$ cat src/hgr_pkg.sv
package hgr_pkg;
  localparam int NPIN = 10;
  localparam int NBUF = 12;
  // apb byte addresses
  localparam logic [11:0] ADDR_CTRL = 12'h000;
  localparam logic [11:0] ADDR_DATA0 = 12'h004;
  localparam logic [11:0] ADDR_DATA1 = 12'h008;
  localparam logic [11:0] ADDR_DATA2 = 12'h00C;
  localparam int CTRL_SET_BIT = 8;
  localparam int CTRL_ERR_BIT = 16;
  // report identifiers
  localparam logic [7:0] ID_STATE_GET = 8'h44;
  localparam logic [7:0] ID_STATE_SET = 8'h45;
  localparam logic [7:0] ID_VERSION = 8'h46;
  localparam logic [7:0] ID_LOCK = 8'h47;
  localparam logic [7:0] ID_XFER = 8'h48;
  localparam logic [7:0] ID_CFG = 8'h49;
  // lock word: unprogrammed value and writable bits
  localparam logic [15:0] LOCK_RESET = 16'hFF8F;
  localparam logic [15:0] LOCK_VALID = 16'hFF8F;
  // transfer mode reset values
  localparam logic TX_WIDE_RESET = 1'b0;
  localparam logic RX_WIDE_RESET = 1'b0;
  localparam logic LOW_LAT_RESET = 1'b1;
  // mode byte fields
  localparam logic [7:0] MODE0_VALID = 8'h7F;
  localparam logic [7:0] MODE1_VALID = 8'hC1;
  localparam int MODE0_POL = 3;
  localparam int MODE0_DE_PIN = 4;
  localparam int MODE0_DE_SEL = 5;
  localparam int MODE1_CLK_EN = 0;
  localparam int MODE1_TXT_EN = 6;
  localparam int MODE1_RXT_EN = 7;
  localparam logic [2:0] MODEM_RTS_CTS = 3'h1;
  localparam logic [2:0] MODEM_DTR_DSR = 3'h2;
  localparam logic [2:0] MODEM_DE_TX = 3'h3;
  localparam logic [2:0] MODEM_DE_ADDR = 3'h4;
  localparam logic [1:0] DE_SEL_GPIO = 2'h0;
  localparam logic [1:0] DE_SEL_RSVD = 2'h3;
  // timing
  localparam int CORE_CLK_HZ = 40000000;
  localparam int OUT_CLK_HZ = 24000000;
  localparam int TICK_MOD = CORE_CLK_HZ / 1000000;
  localparam int TICK_INC = OUT_CLK_HZ / 1000000;

  typedef struct packed {
    logic [NPIN-1:0] dir;
    logic [NPIN-1:0] push_pull;
    logic [NPIN-1:0] pull_up;
    logic [NPIN-1:0] pull_dn;
    logic [7:0] clk_hi;
    logic [7:0] clk_lo;
    logic [7:0] mode0;
    logic [7:0] mode1;
  } hgr_cfg_s;

  typedef struct packed {
    logic rts_n;
    logic dtr_n;
    logic tx_active;
    logic tx_toggle;
    logic rx_toggle;
    logic rx_level;
    logic tx_level;
  } hgr_uart_s;

  function automatic logic [NPIN-1:0] hgr_unpack(input logic [15:0] w);
    return {w[13:10], w[7:6], w[3:0]};
  endfunction

  function automatic logic [15:0] hgr_pack(input logic [NPIN-1:0] p);
    return {2'b00, p[9:6], 2'b00, p[5:4], 2'b00, p[3:0]};
  endfunction
endpackage

$ cat src/hgr_pin_cell.sv
`timescale 1ns/1ps
module hgr_pin_cell (
  input wire logic pclk,
  input wire logic presetn,
  input wire logic gp_out,
  input wire logic dir,
  input wire logic push_pull,
  input wire logic pull_up,
  input wire logic pull_dn,
  input wire logic special_en,
  input wire logic special_drv,
  input wire logic special_val,
  output logic pad_out,
  output logic pad_oe_n,
  output logic pad_pu,
  output logic pad_pd
);
  always_ff @(posedge pclk or negedge presetn) begin
    if (!presetn) begin
      pad_out <= 1'b0;
      pad_oe_n <= 1'b1;
      pad_pu <= 1'b0;
      pad_pd <= 1'b0;
    end else if (special_en) begin
      // RULE_17 special ignores config
      pad_out <= special_val;
      pad_oe_n <= ~special_drv;
      pad_pu <= 1'b0;
      pad_pd <= 1'b0;
    end else if (dir) begin
      // RULE_12 RULE_13 output drive
      pad_out <= push_pull ? gp_out : 1'b0;
      pad_oe_n <= push_pull ? 1'b0 : gp_out;
      pad_pu <= 1'b0;
      pad_pd <= 1'b0;
    end else begin
      // RULE_14 RULE_15 input pulls
      pad_out <= 1'b0;
      pad_oe_n <= 1'b1;
      pad_pu <= pull_up;
      pad_pd <= pull_dn & ~pull_up;
    end
  end
endmodule // hgr_pin_cell

$ cat src/hgr_clk_div.sv
`timescale 1ns/1ps
module hgr_clk_div (
  input wire logic pclk,
  input wire logic presetn,
  input wire logic enable,
  input wire logic [7:0] hi_period,
  input wire logic [7:0] lo_period,
  output logic clk_level
);
  logic [5:0] acc_q;
  logic tick_q;
  logic [7:0] cnt_q;
  logic lvl_q;
  logic [7:0] limit;
  logic both_zero;

  // fractional 24 MHz tick enable from the core clock
  always_ff @(posedge pclk or negedge presetn) begin
    if (!presetn) begin
      acc_q <= 6'h00;
      tick_q <= 1'b0;
    end else if (acc_q + 6'(hgr_pkg::TICK_INC) >= 6'(hgr_pkg::TICK_MOD)) begin
      acc_q <= acc_q + 6'(hgr_pkg::TICK_INC) - 6'(hgr_pkg::TICK_MOD);
      tick_q <= 1'b1;
    end else begin
      acc_q <= acc_q + 6'(hgr_pkg::TICK_INC);
      tick_q <= 1'b0;
    end
  end

  assign limit = lvl_q ? hi_period : lo_period;
  assign both_zero = (hi_period == 8'h00) && (lo_period == 8'h00);

  // RULE_21 low then high period count
  always_ff @(posedge pclk or negedge presetn) begin
    if (!presetn) begin
      cnt_q <= 8'h00;
      lvl_q <= 1'b0;
    end else if (!enable) begin
      cnt_q <= 8'h00;
      lvl_q <= 1'b0;
    end else if (both_zero) begin
      cnt_q <= 8'h00;
      lvl_q <= tick_q;
    end else if (tick_q) begin
      if (cnt_q + 8'h01 >= limit) begin
        cnt_q <= 8'h00;
        lvl_q <= ~lvl_q;
      end else begin
        cnt_q <= cnt_q + 8'h01;
      end
    end
  end

  assign clk_level = lvl_q;
endmodule // hgr_clk_div

$ cat src/hgr_report_handler.sv
// Summary of operation
// RULE_01 - get pin state 0x44 returns live 16-bit pin word, high byte first
// RULE_02 - live word carries status pins, uart rx/tx and ten general pins
// RULE_03 - set state 0x45 drives masked bits onto output pins only
// RULE_04 - reserved bits of state and mask words are ignored
// RULE_05 - version 0x46 returns product id low byte and silicon revision
// RULE_06 - report 0x47 reads or writes the 16-bit lock word
// RULE_07 - thirteen lock fields; zero locks a field, all zeros locks all
// RULE_08 - a locked field never unlocks; presetn reloads LOCK_RESET, reopening all fields
// RULE_09 - report 0x48 byte 1 bit 0 is transmit wide, reset off
// RULE_10 - byte 2 bit 0 receive wide off, bit 1 low latency on
// RULE_11 - report 0x49 carries four config words then four bytes
// RULE_12 - direction bit 0 input, 1 output
// RULE_13 - drive bit 0 open drain, 1 push-pull
// RULE_14 - pull-up bit 1 enables weak pull-up on inputs
// RULE_15 - pull-down only when pull-up is off
// RULE_16 - config takes effect at once and is lost at reset
// RULE_17 - special function pins ignore direction, drive and pull settings
// RULE_18 - bytes 9 and 10 are clock high and low periods
// RULE_19 - byte 11 is half-duplex control, byte 12 clock and toggle
// RULE_20 - pins start from stored config; readback need not match
// RULE_21 - clock is 24 MHz over high plus low, 24 MHz if both zero
// RULE_22 - clock output only when mode byte two bit 0 is set
// RULE_23 - config words use the state word bit map
// RULE_24 - reserved bits read zero and ignore writes
`timescale 1ns/1ps
module hgr_report_handler #(
  parameter logic [7:0] PID_LSB = 8'h5A, // arbitrary value
  parameter logic [7:0] SILICON_REV = 8'h01 // arbitrary value
) (
  input wire logic pclk,
  input wire logic presetn,
  input wire logic psel,
  input wire logic penable,
  input wire logic pwrite,
  input wire logic [11:0] paddr,
  input wire logic [31:0] pwdata,
  input wire logic [3:0] pstrb,
  output logic [31:0] prdata,
  output logic pready,
  output logic pslverr,
  input wire hgr_pkg::hgr_cfg_s stored_cfg,
  input wire hgr_pkg::hgr_uart_s uart_in,
  input wire logic usb_status_pin_one,
  input wire logic usb_status_pin_two,
  input wire logic [hgr_pkg::NPIN-1:0] pin_in,
  output logic [hgr_pkg::NPIN-1:0] pin_out,
  output logic [hgr_pkg::NPIN-1:0] pin_oe_n,
  output logic [hgr_pkg::NPIN-1:0] pin_pull_up,
  output logic [hgr_pkg::NPIN-1:0] pin_pull_dn,
  output logic pin2_clear_to_send,
  output logic pin9_set_ready,
  output logic tx_wide,
  output logic rx_wide,
  output logic low_latency,
  output logic [15:0] otp_lock
);
  localparam int N = hgr_pkg::NPIN;

  logic [7:0] buf_q [hgr_pkg::NBUF];
  hgr_pkg::hgr_cfg_s cfg_q;
  hgr_pkg::hgr_cfg_s eff;
  logic cfg_dyn_q;
  logic [N-1:0] gp_out_q;
  logic [15:0] lock_q;
  logic tx_wide_q;
  logic rx_wide_q;
  logic low_lat_q;
  logic [7:0] last_id_q;
  logic err_q;
  logic [31:0] prdata_q;
  logic [31:0] rd_mux;
  logic mapped;
  logic access;
  logic exec;
  logic is_set;
  logic [7:0] rep_id;
  logic id_ok;
  logic [15:0] live;
  logic [N-1:0] st_bits;
  logic [N-1:0] mk_bits;
  logic [N-1:0] sp_en;
  logic [N-1:0] sp_drv;
  logic [N-1:0] sp_val;
  logic [2:0] modem_sel;
  logic [1:0] de_sel;
  logic de_level;
  logic clk_level;

  // apb decode
  assign access = psel & penable;
  assign mapped = (paddr == hgr_pkg::ADDR_CTRL) || (paddr == hgr_pkg::ADDR_DATA0) ||
                  (paddr == hgr_pkg::ADDR_DATA1) || (paddr == hgr_pkg::ADDR_DATA2);
  assign pready = 1'b1;
  assign pslverr = access & ~mapped;
  assign exec = access & pwrite & (paddr == hgr_pkg::ADDR_CTRL) & pstrb[0];
  assign rep_id = pwdata[7:0];
  assign is_set = pwdata[hgr_pkg::CTRL_SET_BIT];

  always_comb begin
    case (rep_id)
      hgr_pkg::ID_STATE_GET: id_ok = ~is_set;
      hgr_pkg::ID_STATE_SET: id_ok = is_set;
      hgr_pkg::ID_VERSION: id_ok = ~is_set;
      hgr_pkg::ID_LOCK: id_ok = 1'b1;
      hgr_pkg::ID_XFER: id_ok = 1'b1;
      hgr_pkg::ID_CFG: id_ok = 1'b1;
      default: id_ok = 1'b0;
    endcase
  end

  // RULE_02 live pin level word
  assign live = {1'b0, usb_status_pin_one, pin_in[9:6], 1'b0, usb_status_pin_two,
                 pin_in[5:4], uart_in.rx_level, uart_in.tx_level, pin_in[3:0]};

  // RULE_04 reserved state bits dropped
  assign st_bits = hgr_pkg::hgr_unpack({buf_q[0], buf_q[1]});
  assign mk_bits = hgr_pkg::hgr_unpack({buf_q[2], buf_q[3]});

  // RULE_20 stored config until first dynamic write
  assign eff = cfg_dyn_q ? cfg_q : stored_cfg;

  always_comb begin
    case (paddr)
      hgr_pkg::ADDR_CTRL: rd_mux = {15'h0000, err_q, 8'h00, last_id_q};
      hgr_pkg::ADDR_DATA0: rd_mux = {buf_q[3], buf_q[2], buf_q[1], buf_q[0]};
      hgr_pkg::ADDR_DATA1: rd_mux = {buf_q[7], buf_q[6], buf_q[5], buf_q[4]};
      hgr_pkg::ADDR_DATA2: rd_mux = {buf_q[11], buf_q[10], buf_q[9], buf_q[8]};
      default: rd_mux = 32'h00000000;
    endcase
  end

  // read data captured in setup phase
  always_ff @(posedge pclk or negedge presetn) begin
    if (!presetn) begin
      prdata_q <= 32'h00000000;
    end else if (psel & ~penable & ~pwrite) begin
      prdata_q <= rd_mux;
    end
  end
  assign prdata = prdata_q;

  // report status
  always_ff @(posedge pclk or negedge presetn) begin
    if (!presetn) begin
      last_id_q <= 8'h00;
      err_q <= 1'b0;
    end else if (exec) begin
      last_id_q <= rep_id;
      err_q <= ~id_ok;
    end
  end

  // report data buffer: host writes, get reports fill
  always_ff @(posedge pclk or negedge presetn) begin
    if (!presetn) begin
      for (int i = 0; i < hgr_pkg::NBUF; i++) begin
        buf_q[i] <= 8'h00;
      end
    end else if (exec && id_ok && !is_set) begin
      for (int i = 0; i < hgr_pkg::NBUF; i++) begin
        buf_q[i] <= 8'h00;
      end
      case (rep_id)
        hgr_pkg::ID_STATE_GET: begin
          // RULE_01 live word high byte first
          buf_q[0] <= live[15:8];
          buf_q[1] <= live[7:0];
        end
        hgr_pkg::ID_VERSION: begin
          // RULE_05 product and revision
          buf_q[0] <= PID_LSB;
          buf_q[1] <= SILICON_REV;
        end
        hgr_pkg::ID_LOCK: begin
          // RULE_06 lock word readback
          buf_q[0] <= lock_q[15:8];
          buf_q[1] <= lock_q[7:0];
        end
        hgr_pkg::ID_XFER: begin
          // RULE_10 RULE_24 mode readback
          buf_q[0] <= {7'h00, tx_wide_q};
          buf_q[1] <= {6'h00, low_lat_q, rx_wide_q};
        end
        hgr_pkg::ID_CFG: begin
          // RULE_11 RULE_23 config readback
          {buf_q[0], buf_q[1]} <= hgr_pkg::hgr_pack(cfg_q.dir);
          {buf_q[2], buf_q[3]} <= hgr_pkg::hgr_pack(cfg_q.push_pull);
          {buf_q[4], buf_q[5]} <= hgr_pkg::hgr_pack(cfg_q.pull_up);
          {buf_q[6], buf_q[7]} <= hgr_pkg::hgr_pack(cfg_q.pull_dn);
          buf_q[8] <= cfg_q.clk_hi;
          buf_q[9] <= cfg_q.clk_lo;
          buf_q[10] <= cfg_q.mode0;
          buf_q[11] <= cfg_q.mode1;
        end
        default: begin
        end
      endcase
    end else if (access && pwrite) begin
      for (int b = 0; b < 4; b++) begin
        if (pstrb[b] && paddr == hgr_pkg::ADDR_DATA0) begin
          buf_q[b] <= pwdata[8*b +: 8];
        end
        if (pstrb[b] && paddr == hgr_pkg::ADDR_DATA1) begin
          buf_q[4+b] <= pwdata[8*b +: 8];
        end
        if (pstrb[b] && paddr == hgr_pkg::ADDR_DATA2) begin
          buf_q[8+b] <= pwdata[8*b +: 8];
        end
      end
    end
  end

  // RULE_03 masked output state
  always_ff @(posedge pclk or negedge presetn) begin
    if (!presetn) begin
      gp_out_q <= '0;
    end else if (exec && is_set && rep_id == hgr_pkg::ID_STATE_SET) begin
      gp_out_q <= (gp_out_q & ~(mk_bits & eff.dir)) | (st_bits & mk_bits & eff.dir);
    end
  end

  // RULE_07 RULE_08 lock bits only clear
  always_ff @(posedge pclk or negedge presetn) begin
    if (!presetn) begin
      lock_q <= hgr_pkg::LOCK_RESET;
    end else if (exec && is_set && rep_id == hgr_pkg::ID_LOCK) begin
      lock_q <= lock_q & {buf_q[0], buf_q[1]} & hgr_pkg::LOCK_VALID;
    end
  end

  // RULE_09 RULE_10 transfer mode
  always_ff @(posedge pclk or negedge presetn) begin
    if (!presetn) begin
      tx_wide_q <= hgr_pkg::TX_WIDE_RESET;
      rx_wide_q <= hgr_pkg::RX_WIDE_RESET;
      low_lat_q <= hgr_pkg::LOW_LAT_RESET;
    end else if (exec && is_set && rep_id == hgr_pkg::ID_XFER) begin
      tx_wide_q <= buf_q[0][0];
      rx_wide_q <= buf_q[1][0];
      low_lat_q <= buf_q[1][1];
    end
  end

  // RULE_16 RULE_11 RULE_18 RULE_19 volatile config
  always_ff @(posedge pclk or negedge presetn) begin
    if (!presetn) begin
      cfg_q <= '0;
      cfg_dyn_q <= 1'b0;
    end else if (exec && is_set && rep_id == hgr_pkg::ID_CFG) begin
      cfg_q.dir <= hgr_pkg::hgr_unpack({buf_q[0], buf_q[1]});
      cfg_q.push_pull <= hgr_pkg::hgr_unpack({buf_q[2], buf_q[3]});
      cfg_q.pull_up <= hgr_pkg::hgr_unpack({buf_q[4], buf_q[5]});
      cfg_q.pull_dn <= hgr_pkg::hgr_unpack({buf_q[6], buf_q[7]});
      cfg_q.clk_hi <= buf_q[8];
      cfg_q.clk_lo <= buf_q[9];
      // RULE_24 reserved mode bits dropped
      cfg_q.mode0 <= buf_q[10] & hgr_pkg::MODE0_VALID;
      cfg_q.mode1 <= buf_q[11] & hgr_pkg::MODE1_VALID;
      cfg_dyn_q <= 1'b1;
    end
  end

  // special function selection
  assign modem_sel = eff.mode0[2:0];
  assign de_sel = eff.mode0[hgr_pkg::MODE0_DE_SEL +: 2];
  assign de_level = uart_in.tx_active ~^ eff.mode0[hgr_pkg::MODE0_POL];

  always_comb begin
    sp_en = '0;
    sp_drv = '0;
    sp_val = '0;
    // RULE_22 clock output gate
    sp_en[0] = eff.mode1[hgr_pkg::MODE1_CLK_EN];
    sp_drv[0] = 1'b1;
    sp_val[0] = clk_level;
    if (modem_sel == hgr_pkg::MODEM_RTS_CTS) begin
      sp_en[1] = 1'b1;
      sp_drv[1] = 1'b1;
      sp_val[1] = uart_in.rts_n;
      sp_en[2] = 1'b1;
    end else if (!eff.mode0[hgr_pkg::MODE0_DE_PIN] &&
                 (modem_sel == hgr_pkg::MODEM_DE_TX || modem_sel == hgr_pkg::MODEM_DE_ADDR)) begin
      sp_en[1] = 1'b1;
      sp_drv[1] = 1'b1;
      sp_val[1] = de_level;
    end
    // RULE_19 half-duplex enable pin
    if (eff.mode0[hgr_pkg::MODE0_DE_PIN] && de_sel != hgr_pkg::DE_SEL_GPIO &&
        de_sel != hgr_pkg::DE_SEL_RSVD) begin
      sp_en[3] = 1'b1;
      sp_drv[3] = 1'b1;
      sp_val[3] = de_level;
    end
    sp_en[4] = eff.mode1[hgr_pkg::MODE1_TXT_EN];
    sp_drv[4] = 1'b1;
    sp_val[4] = uart_in.tx_toggle;
    sp_en[5] = eff.mode1[hgr_pkg::MODE1_RXT_EN];
    sp_drv[5] = 1'b1;
    sp_val[5] = uart_in.rx_toggle;
    if (modem_sel == hgr_pkg::MODEM_DTR_DSR) begin
      sp_en[8] = 1'b1;
      sp_drv[8] = 1'b1;
      sp_val[8] = uart_in.dtr_n;
      sp_en[9] = 1'b1;
    end
  end

  // RULE_18 RULE_21 clock on general pin 0
  hgr_clk_div u_clk_div (
    .pclk(pclk),
    .presetn(presetn),
    .enable(eff.mode1[hgr_pkg::MODE1_CLK_EN]),
    .hi_period(eff.clk_hi),
    .lo_period(eff.clk_lo),
    .clk_level(clk_level)
  );

  for (genvar g = 0; g < N; g++) begin : g_pin
    hgr_pin_cell u_cell (
      .pclk(pclk),
      .presetn(presetn),
      .gp_out(gp_out_q[g]),
      .dir(eff.dir[g]),
      .push_pull(eff.push_pull[g]),
      .pull_up(eff.pull_up[g]),
      .pull_dn(eff.pull_dn[g]),
      .special_en(sp_en[g]),
      .special_drv(sp_drv[g]),
      .special_val(sp_val[g]),
      .pad_out(pin_out[g]),
      .pad_oe_n(pin_oe_n[g]),
      .pad_pu(pin_pull_up[g]),
      .pad_pd(pin_pull_dn[g])
    );
  end

  assign pin2_clear_to_send = pin_in[2];
  assign pin9_set_ready = pin_in[9];
  assign tx_wide = tx_wide_q;
  assign rx_wide = rx_wide_q;
  assign low_latency = low_lat_q;
  assign otp_lock = lock_q;
endmodule // hgr_report_handler

$ cat config.mk
export PLATFORM = sky130hd
export DESIGN_NAME = hgr_report_handler
export DESIGN_NICKNAME = d
export VERILOG_FILES = /design/src/hgr_pkg.sv /design/src/hgr_pin_cell.sv /design/src/hgr_clk_div.sv /design/src/hgr_report_handler.sv
export SDC_FILE = /design/constraint.sdc
export NUM_CORES = 1
export LEC_CHECK = 0
export BUFFER_PORTS_ARGS = -buffer_cell sky130_fd_sc_hd__buf_2
export CAP_MARGIN = 10
export CORE_MARGIN = 2
export CORE_UTILIZATION = 60
export DETAILED_ROUTE_END_ITERATION = 8
export MAX_ROUTING_LAYER = met4
export PLACE_DENSITY_LB_ADDON = 0.05
export SLEW_MARGIN = 10
export SYNTH_ARGS = -nofsm -noshare
export SYNTH_HDL_FRONTEND = slang
export SYNTH_SLANG_ARGS = --single-unit
$ cat constraint.sdc
create_clock -name pclk -period 5.9 [get_ports pclk]
set_input_delay 1.77 -clock pclk [delete_from_list [all_inputs] [get_ports pclk]]
set_output_delay 1.77 -clock pclk [all_outputs]
set_load 0.02 [all_outputs]
Word level (Yosys, flattened, before mapping)
Index checks and enable logic that the tools add are counted.
{ "op_classes": {"n_reduce_logical": 62, "n_mux": 132, "order_cmp": 2, "n_addsub": 3, "eq_ne": 16, "n_bitwise": 44} }
{ "op_table": {"columns": ["op", "count"], "rows": [
  ["$mux W96", 2],
  ["$mux W8", 17],
  ["$pmux W32 S4", 1],
  ["$mux W1", 106],
  ["$pmux W16 S5", 1],
  ["$mux W78", 1],
  ["$mux W72", 1],
  ["$eq A8 B7 Y1 const B", 6],
  ["$and A10 B10 Y10", 4],
  ["$reduce_bool A2 Y1", 14],
  ["$reduce_and A2 Y1", 13],
  ["$eq A12 B4 Y1 const B", 2],
  ["$logic_and A1 B1 Y1", 24],
  ["$not A1 Y1", 19],
  ["$and A1 B1 Y1", 17],
  ["$and A16 B16 Y16", 1],
  ["$logic_not A8 Y1", 2],
  ["$eq A12 B3 Y1 const B", 1],
  ["$logic_not A12 Y1", 1],
  ["$not A10 Y10", 1],
  ["$or A10 B10 Y10", 1],
  ["$add A8 B1 Y8 const B", 1],
  ["$ge A8 B8 Y1", 1],
  ["$add A6 B5 Y6 const B", 1],
  ["15 further kinds", 21]
]} }
{ "totals": {"wordCells": 332, "register_bits": 286, "inputBits": 144} }

Depth between registers and ports, before layout
Gate-level depths: netlist of run 1.
{ "depth": {"ltp_word": 8, "mapped_depth": 11} }

Cells and area by module
A second synthesis of run 1 with hierarchy kept.
{ "hier_totals": {"cells_unflattened": 1260, "hier_area_um2": 13793.2} }
{ "by_module_without_submodules": {"columns": ["mod", "area_each_um2", "instances", "seq_area_each_um2", "cells_per_inst"], "rows": [
  ["hgr_report_handler", 11175.7, 1, 5773.0, 1026],
  ["hgr_pin_cell", 157.7, 10, 101.3, 12],
  ["hgr_clk_div", 1041.0, 1, 325.3, 114]
]} }

Worst setup path after synthesis of run 1
OpenSTA, ideal clock, no wires.
{ "synth_timing": {"kind": "input to output", "startpoint": "in paddr[1]", "endpoint": "out pslverr", "required_ns": 4.130, "stages": 4, "n_path_buf": 1, "arrival_ns": 2.962, "slack_ns": 1.168, "cell_sequence": "nor4_1 -> and3_1 -> clkbuf_1 -> nor2_1"} }
{ "synth_between": {"elab_chain_cells": 6, "word_cells_on_any_way": 9} }
{ "synth_lines": {"columns": ["item", "line", "rtl"], "rows": [
  ["start, declared", "hgr_report_handler.sv:36", "input wire logic [11:0] paddr,"],
  ["$eq A12 B3 Y1 / $logic_not A12 Y1 (equally long branches)", "hgr_report_handler.sv:92", "assign mapped = (paddr == hgr_pkg::ADDR_CTRL) || (paddr == hgr_pkg::ADDR_DATA0) ||"],
  ["$logic_or A1 B1 Y1 (2 in a row)", "hgr_report_handler.sv:92", null],
  ["$logic_or A1 B1 Y1 (*)", "hgr_report_handler.sv:93", "(paddr == hgr_pkg::ADDR_DATA1) || (paddr == hgr_pkg::ADDR_DATA2);"],
  ["$not A1 Y1 (*)", "hgr_report_handler.sv:95", "assign pslverr = access & ~mapped;"],
  ["$and A1 B1 Y1 (*)", "hgr_report_handler.sv:95", null],
  ["end, declared", "hgr_report_handler.sv:41", "output logic pslverr,"]
]} }
Mark *: on every way between the ends. The rest lies on a longest branch, timed or not.

Worst setup path after layout of run 1
{ "layout_timing": {"startpoint": "in paddr[7]", "endpoint": "out pslverr"} }
Same word-level chain as after synthesis.

==> impl_metrics.env, run 1 <==
export IMPL_status="completed"
export IMPL_grt_pass1_wl_um=64000
export IMPL_min_period_over_period_pct=80.4
export IMPL_die_area_sq_mm=0.0245
export IMPL_critPathArrivalTime_ps=2980
export IMPL_yosysTopAreaCell="dfrtp_1"
export IMPL_ys_async_sr_fraction_pct=100
export IMPL_worstPathRequired_ps=4130
export IMPL_yosys_warnings=0
export IMPL_slew_violations=0
export IMPL_finalPower_mw=4.22
export IMPL_die_h_um=157
export IMPL_grt_overflow=0
export IMPL_place_area_sq_mm=0.0152
export IMPL_clockBufferDepth=3
export IMPL_reg2reg_slack_ps=2780
export IMPL_cpPeakStageDelay_ps=400
export IMPL_yosysSeqAreaShare_pct=50.9
export IMPL_layout_nets=1642
export IMPL_synth_xor_area_share_pct=0.689
export IMPL_synth_simple_area_share_pct=15.0
export IMPL_grt_use_met3_pct=8.47
export IMPL_avgSynthCellArea_sq_um=10.7
export IMPL_period_needed_ps=4750
export IMPL_cp_start_kind="input pin"
export IMPL_htree_levels=1
export IMPL_synth_common_cells="dfrtp_1 (259), nand2_1 (183), mux2i_1 (98)"
export IMPL_wl_per_cell_um=22.8
export IMPL_drv_cap=0
export IMPL_use_met2_pct=53.7
export IMPL_tns_ps=0
export IMPL_grt_usage_pct=35.5
export IMPL_hold_start="prdata[3]$_DFFE_PN0P_"
export IMPL_clock_sinks=283
export IMPL_firstDrtPassIters=5
export IMPL_synth_area_top_cells="dfrtp_1 (46%), mux2i_1 (7.0%), mux2_2 (6.8%)"
export IMPL_hold_buffers=0
export IMPL_synthDistinctLibCells=65
export IMPL_numCtsBuffers=30
export IMPL_hp_class="reg -> reg"
export IMPL_synth_most_common_cell="dfrtp_1"
export IMPL_cts_tree="done"
export IMPL_hpwl_um=28500
export IMPL_ys_seq_elements=283
export IMPL_cp_slowest_cell="nor4_1"
export IMPL_drtIter0Drc=1096
export IMPL_finalSetupViolCount=0
export IMPL_synth_mux_area_share_pct=16.6
export IMPL_place_gp_congestion=0.895
export IMPL_cp_end_kind="primary output"
export IMPL_grt_busiest_layer="met2"
export IMPL_critPathMaxFanout=12
export IMPL_finalHoldViolations=0
export IMPL_antenna_found_initial=2
export IMPL_initial_core_util_pct=61.4
export IMPL_yosysTopAreaCellShare_pct=46.4
export IMPL_rows=55
export IMPL_die_width_um=157
export IMPL_grt_max_degree=115
export IMPL_synthAdderAreaFrac_pct=1.07
export IMPL_final_cells=1825
export IMPL_grt_met1_usage_pct=46.9
export IMPL_drtAntennaViolNets=0
export IMPL_crit_chain="buf_2, nor4_1, and3_1, buf_4, nor2_1, buf_2"
export IMPL_drive_gt1_share_pct=30.5
export IMPL_clk_pin_slew_ps=60
export IMPL_tightest_slew_ps=1130
export IMPL_wirelength_um=41600
export IMPL_synth_cells=1309
export IMPL_syn_to_final_growth_pct=16.3
export IMPL_regToRegStartpoint="cfg_dyn_q$_DFFE_PN0P_"
export IMPL_grt_setup_unrepaired="false"
export IMPL_port_buffers=228
export IMPL_dp_cells=1767
export IMPL_max_slew_margin_rel_pct=24.2
export IMPL_drcViolationCount=0
export IMPL_vias=11300
export IMPL_synth_edff_count=0
export IMPL_whs_path_depth=2
export IMPL_reg2reg_depth=6
export IMPL_top_level_ports=239
export IMPL_max_freq_mhz=211
export IMPL_synth_compound_area_share_pct=10.4
export IMPL_core_area_sq_mm=0.0228
export IMPL_power_density_mw_per_mm2=260
export IMPL_path_common_cell="buf_2"
export IMPL_insertion_delay_ps=560
export IMPL_cts_setup_buffers=0
export IMPL_synth_top_family_by_area="multiplexers"
export IMPL_vdd_ir_drop_max_uv=296
export IMPL_syn_area_sq_mm=0.0140
export IMPL_synthFlopType="dfrtp_1"
export IMPL_stdcell_area_sq_mm=0.0162
export IMPL_post_drt_via_cell_ratio=6.19
export IMPL_cts_root_buf="clkbuf_16"
export IMPL_grt_pass1_vias=11200
export IMPL_hold_worst_slack_ps=467
export IMPL_path_class="in -> out"
export IMPL_cts_resized=0
export IMPL_startpoint="paddr[7]"
export IMPL_p_leak_nw=7.99
export IMPL_skew_ps=12.6
[worst paths after layout]
check,end
min,prdata[3]$_DFFE_PN0P_
max in group asynchronous,cfg_dyn_q$_DFFE_PN0P_
max reg2reg,u_clk_div.cnt_q[1]$_DFFE_PN0P_
max,pslverr
min in group asynchronous,prdata[6]$_DFFE_PN0P_
min reg2reg,prdata[3]$_DFFE_PN0P_
[flip-flops by register name (all words and copies together) (netlist names), 3 cells and up]
| name | cells |
|---|---|
| g_pin.u_cell.pad_oe_n | 10 |
| u_clk_div.acc_q | 3 |
| g_pin.u_cell.pad_pu | 10 |
| gp_out_q | 10 |
| prdata | 32 |
| g_pin.u_cell.pad_pd | 10 |
| last_id_q | 8 |
| otp_lock | 13 |
| cfg_q | 66 |
| u_clk_div.cnt_q | 8 |
| buf_q | 96 |
| g_pin.u_cell.pad_out | 10 |
[power by group]
group          switching, mW  internal [mW]  total, mW
registers            0.00502           1.96       1.96
logic                  0.158         0.0833      0.241
clock network          0.800           1.22       2.02
[critical path, delay by kind of cell]
family / cells / cell delay (ps)
buf+inv: 3 / 510
simple gates: 3 / 700
[logic make-up (layout without fill, tap and decap cells)]
family | Yosys count | after routing
xor gates and xnor gates | 11 | 11
adders and majority gates | 12 | 12
muxes | 200 | 200
and+or+nand+nor | 443 | 443
other | 2 | 6
DFF | 283 | 283
AOI/OAI and AO/OA | 216 | 216
buffers and inverters | 142 | 341
[layout make-up]
type / instances / area (sq um)
repair buffers: 261 / 1420
inverters: 24 / 90.1
fillers: 1747 / 6530
flip-flops and latches: 283 / 7120
clock buffers: 43 / 891
well taps: 313 / 392
clock inverters: 13 / 173
multi-input cells: 886 / 6160
diodes: 2 / 5.00
[metrics by stage]
stage	setup slack, ps	utilization [%]
CTS	1160	71.3
global route	1010	71.3
global placement	1100	66.6
floorplan	1170	-
finish	1150	71.3
detailed placement	1070	66.6
[routing by layer]
metal  wire, um  vias to the layer above
met5          0                        -
met4       1670                        0
met3       3900                      118
met2      19400                      582
met1      16700                     5583
li1           -                     5008
[placed cells by master, fill, tap and decap left out, drive strengths merged, types with 14 or more instances in the layout]
| cell | Yosys | routed |
|---|---|---|
| buf | 70 | 261 |
| o21a | 14 | 14 |
| mux2i | 98 | 98 |
| mux2 | 86 | 86 |
| nor2 | 95 | 95 |
| nand3 | 36 | 36 |
| inv | 24 | 24 |
| o21ai | 51 | 51 |
| nand2 | 183 | 183 |
| a22oi | 14 | 14 |
| dfrtp | 259 | 259 |
| nor3 | 38 | 38 |
| a21oi | 53 | 53 |
| a32oi | 17 | 17 |
| a31oi | 15 | 15 |
| a221o | 23 | 23 |
| nor3b | 15 | 15 |
| dfstp | 24 | 24 |
| mux4 | 16 | 16 |
| clkbuf | 47 | 43 |
(Power assumes the default switching activity.)
==> run 2, diff against run 1 <==
--- a/config.mk
+++ b/config.mk
@@ -5,10 +5,11 @@
 export SDC_FILE = /design/constraint.sdc
 export NUM_CORES = 1
 export LEC_CHECK = 0
+export ABC_AREA = 1
 export BUFFER_PORTS_ARGS = -buffer_cell sky130_fd_sc_hd__buf_2
 export CAP_MARGIN = 10
 export CORE_MARGIN = 2
-export CORE_UTILIZATION = 60
+export CORE_UTILIZATION = 57
 export DETAILED_ROUTE_END_ITERATION = 8
 export MAX_ROUTING_LAYER = met4
 export PLACE_DENSITY_LB_ADDON = 0.05
==> constraint.sdc (replaced) <==
create_clock -name pclk -period 4.5 [get_ports pclk]
set_input_delay 1.35 -clock pclk [delete_from_list [all_inputs] [get_ports pclk]]
set_output_delay 1.35 -clock pclk [all_outputs]
set_load 0.02 [all_outputs]
==> run 2 against run 1 <==
Effect of this change:
- synthesized area up 3.3%
- sequential cell count is the same
- critical path depth rose by 2
- setup slack got worse by 410 ps
- first-iteration DRC count up 16%
- highest routed layer unchanged
- cell area rose by 2.1%
- critical path type unchanged
- combinational power is 20% lower
- largest power group is now registers
- clock skew increased by 2.3 ps
==> impl_metrics.env, run 2 <==
export IMPL_status="completed"
export IMPL_critPathArrivalTime_ps=2410
export IMPL_synth_area_top_cells="dfrtp_1 (45%), nand2_1 (13%), nand3_1 (7.4%)"
export IMPL_cp_start_kind="input pin"
export IMPL_reg2reg_depth=15
export IMPL_startpoint="paddr[11]"
export IMPL_rows=58
export IMPL_grt_pass1_wl_um=69600
export IMPL_clk_pin_slew_ps=60
export IMPL_power_density_mw_per_mm2=315
export IMPL_avgSynthCellArea_sq_um=7.94
export IMPL_max_slew_margin_rel_pct=46.0
export IMPL_cts_root_buf="clkbuf_16"
export IMPL_worstPathRequired_ps=3150
export IMPL_hold_end="otp_lock[9]$_DFFE_PN1P_"
export IMPL_cp_end_kind="primary output"
export IMPL_grt_pass1_vias=12300
export IMPL_wl_per_cell_um=19.1
export IMPL_period_needed_ps=3760
export IMPL_vias=13100
export IMPL_numCtsBuffers=30
export IMPL_hp_class="reg -> reg"
export IMPL_drcViolationCount=0
export IMPL_drive_gt1_share_pct=18.6
export IMPL_synth_most_common_cell="nand2_1"
export IMPL_layout_commonest_cell="nand2_1"
export IMPL_antenna_found_initial=1
export IMPL_synthFlopType="dfrtp_1"
export IMPL_finalHoldViolations=0
export IMPL_cts_resized=0
export IMPL_yosysSeqAreaShare_pct=49.3
export IMPL_max_freq_mhz=266
export IMPL_grt_setup_unrepaired="false"
export IMPL_core_area_sq_mm=0.0250
export IMPL_largest_register="buf_q"
export IMPL_ys_async_sr_fraction_pct=100
export IMPL_ys_seq_elements=283
export IMPL_layout_nets=2153
export IMPL_drtIter0Drc=1266
export IMPL_drv_cap=0
export IMPL_yosys_warnings=0
export IMPL_clockBufferDepth=3
export IMPL_firstDrtPassIters=6
export IMPL_p_leak_nw=8.77
export IMPL_r2r_end="u_clk_div.cnt_q[1]$_DFFE_PN0P_"
export IMPL_slew_violations=0
export IMPL_syn_to_final_growth_pct=15.0
export IMPL_drtAntennaViolNets=0
export IMPL_postLayoutCoreUtil_pct=66.3
export IMPL_critPathMaxFanout=14
export IMPL_die_h_um=163
export IMPL_place_gp_congestion=1.01
export IMPL_grt_usage_pct=35.1
export IMPL_port_buffers=228
export IMPL_vdd_ir_drop_max_uv=318
export IMPL_tns_ps=0
export IMPL_post_drt_via_cell_ratio=5.58
export IMPL_tightest_slew_ps=810
export IMPL_yosysTopAreaCell="dfrtp_1"
export IMPL_die_width_um=163
export IMPL_grt_overflow=0
export IMPL_die_area_sq_mm=0.0266
export IMPL_regToRegStartpoint="cfg_dyn_q$_DFFE_PN0P_"
export IMPL_grt_max_degree=134
export IMPL_skew_ps=14.9
export IMPL_syn_area_sq_mm=0.0144
export IMPL_insertion_delay_ps=560
export IMPL_finalSetupViolCount=0
export IMPL_synthDistinctLibCells=52
export IMPL_cts_tree="done"
export IMPL_htree_levels=1
export IMPL_largest_reg_flops=96
export IMPL_cts_setup_buffers=0
export IMPL_wirelength_um=44900
export IMPL_min_period_over_period_pct=83.6
export IMPL_clock_sinks=283
export IMPL_reg2reg_slack_ps=1820
export IMPL_whs_path_depth=2
export IMPL_synth_cells=1817
export IMPL_path_class="in -> out"
export IMPL_hold_buffers=0
export IMPL_synth_common_cells="nand2_1 (509), dfrtp_1 (259), nand3_1 (213)"
export IMPL_hpwl_um=32700
export IMPL_hold_start="otp_lock[9]$_DFFE_PN1P_"
export IMPL_synth_edff_count=0
export IMPL_initial_core_util_pct=57.7
export IMPL_top_level_ports=239
export IMPL_layout_common_cells="nand2_1 (509), dfrtp_1 (258), buf_2 (227)"
export IMPL_yosysTopAreaCellShare_pct=44.9
[run 2: changes by cell type after synthesis, sizes merged, moves of 28 or more]
cell,before,now
o21ai,51,179
o22ai,2,30
mux2,86,2
nor3,38,9
mux2i,98,17
inv,24,200
nand3,36,215
nand2,183,512
[run 2: stage by stage]
step                      cells  instance area [sq um]  power (mW)  hold WS [ps]  setup slack, ps
after floorplan            1819                  14400        2.64           443              813
after global placement     2295                  15600        2.79           447              630
after detailed placement   2295                  15600        2.79           455              600
after CTS                  2350                  16600        5.24           467              737
after global routing       2351                  16600        5.37           472              648
final                      2351                  16600        5.23           463              740
[run 2: where the power goes]
part	switching, mW	internal (mW)	leakage (nW)
clock	1.03	1.47	0.479
combinational	0.133	0.0607	4.53
sequential	0.000426	2.55	3.76
[run 2: logic make-up (layout without fill, tap and decap cells)]
group                      after synthesis  count (layout)  synth area share (%)
buffers and inverters                  322             523                  10.4
muxes                                   19              19                  1.33
AOI/OAI and AO/OA                      270             270                  10.5
and+or+nand+nor                        901             901                  26.9
adders and majority gates               12              12                  1.04
xor gates and xnor gates                 8               8                 0.485
other                                    2               5                0.0520
DFF                                    283             283                  49.3
[run 2: critical path, stage by stage]
cell     delay [ps]
buf_2           100
nor2_1          100
nand2_1          90
nor2_2          130
buf_4           210
nand2_1         110
and3_1          160
buf_2           150
[run 2: area by class of cell]
cell class                 instances  area (sq um)
clock inverter                     3          42.5
fill                            2159          8440
antenna                            1          2.50
sequential                       283          7110
multi-input combinational       1214          5840
clock buffer                      52           945
inverter                         203           764
tap                              330           413
timing repair buffer             265          1480
[run 2: how the worst max path moves through the flow]
stage,endpoint,cells past startpoint
2_1_floorplan,pslverr,6
3_3_place_gp,buf_q[69]$_DFFE_PN0P_,15
3_5_place_dp,buf_q[66]$_DFFE_PN0P_,15
4_1_cts,pslverr,8
5_1_grt,pslverr,8
6_report,pslverr,8
[run 2: per-layer routing]
metal  share of wire, %  routed length (um)  vias up  GRT usage [%]
met1                 42               18800     6246           47.4
met3                8.0                3580       86           5.05
met2                 47               21000      583           55.5
met5                  0                   0        -              -
li1                   -                   -     6204              -
met4                3.4                1520        0           10.9
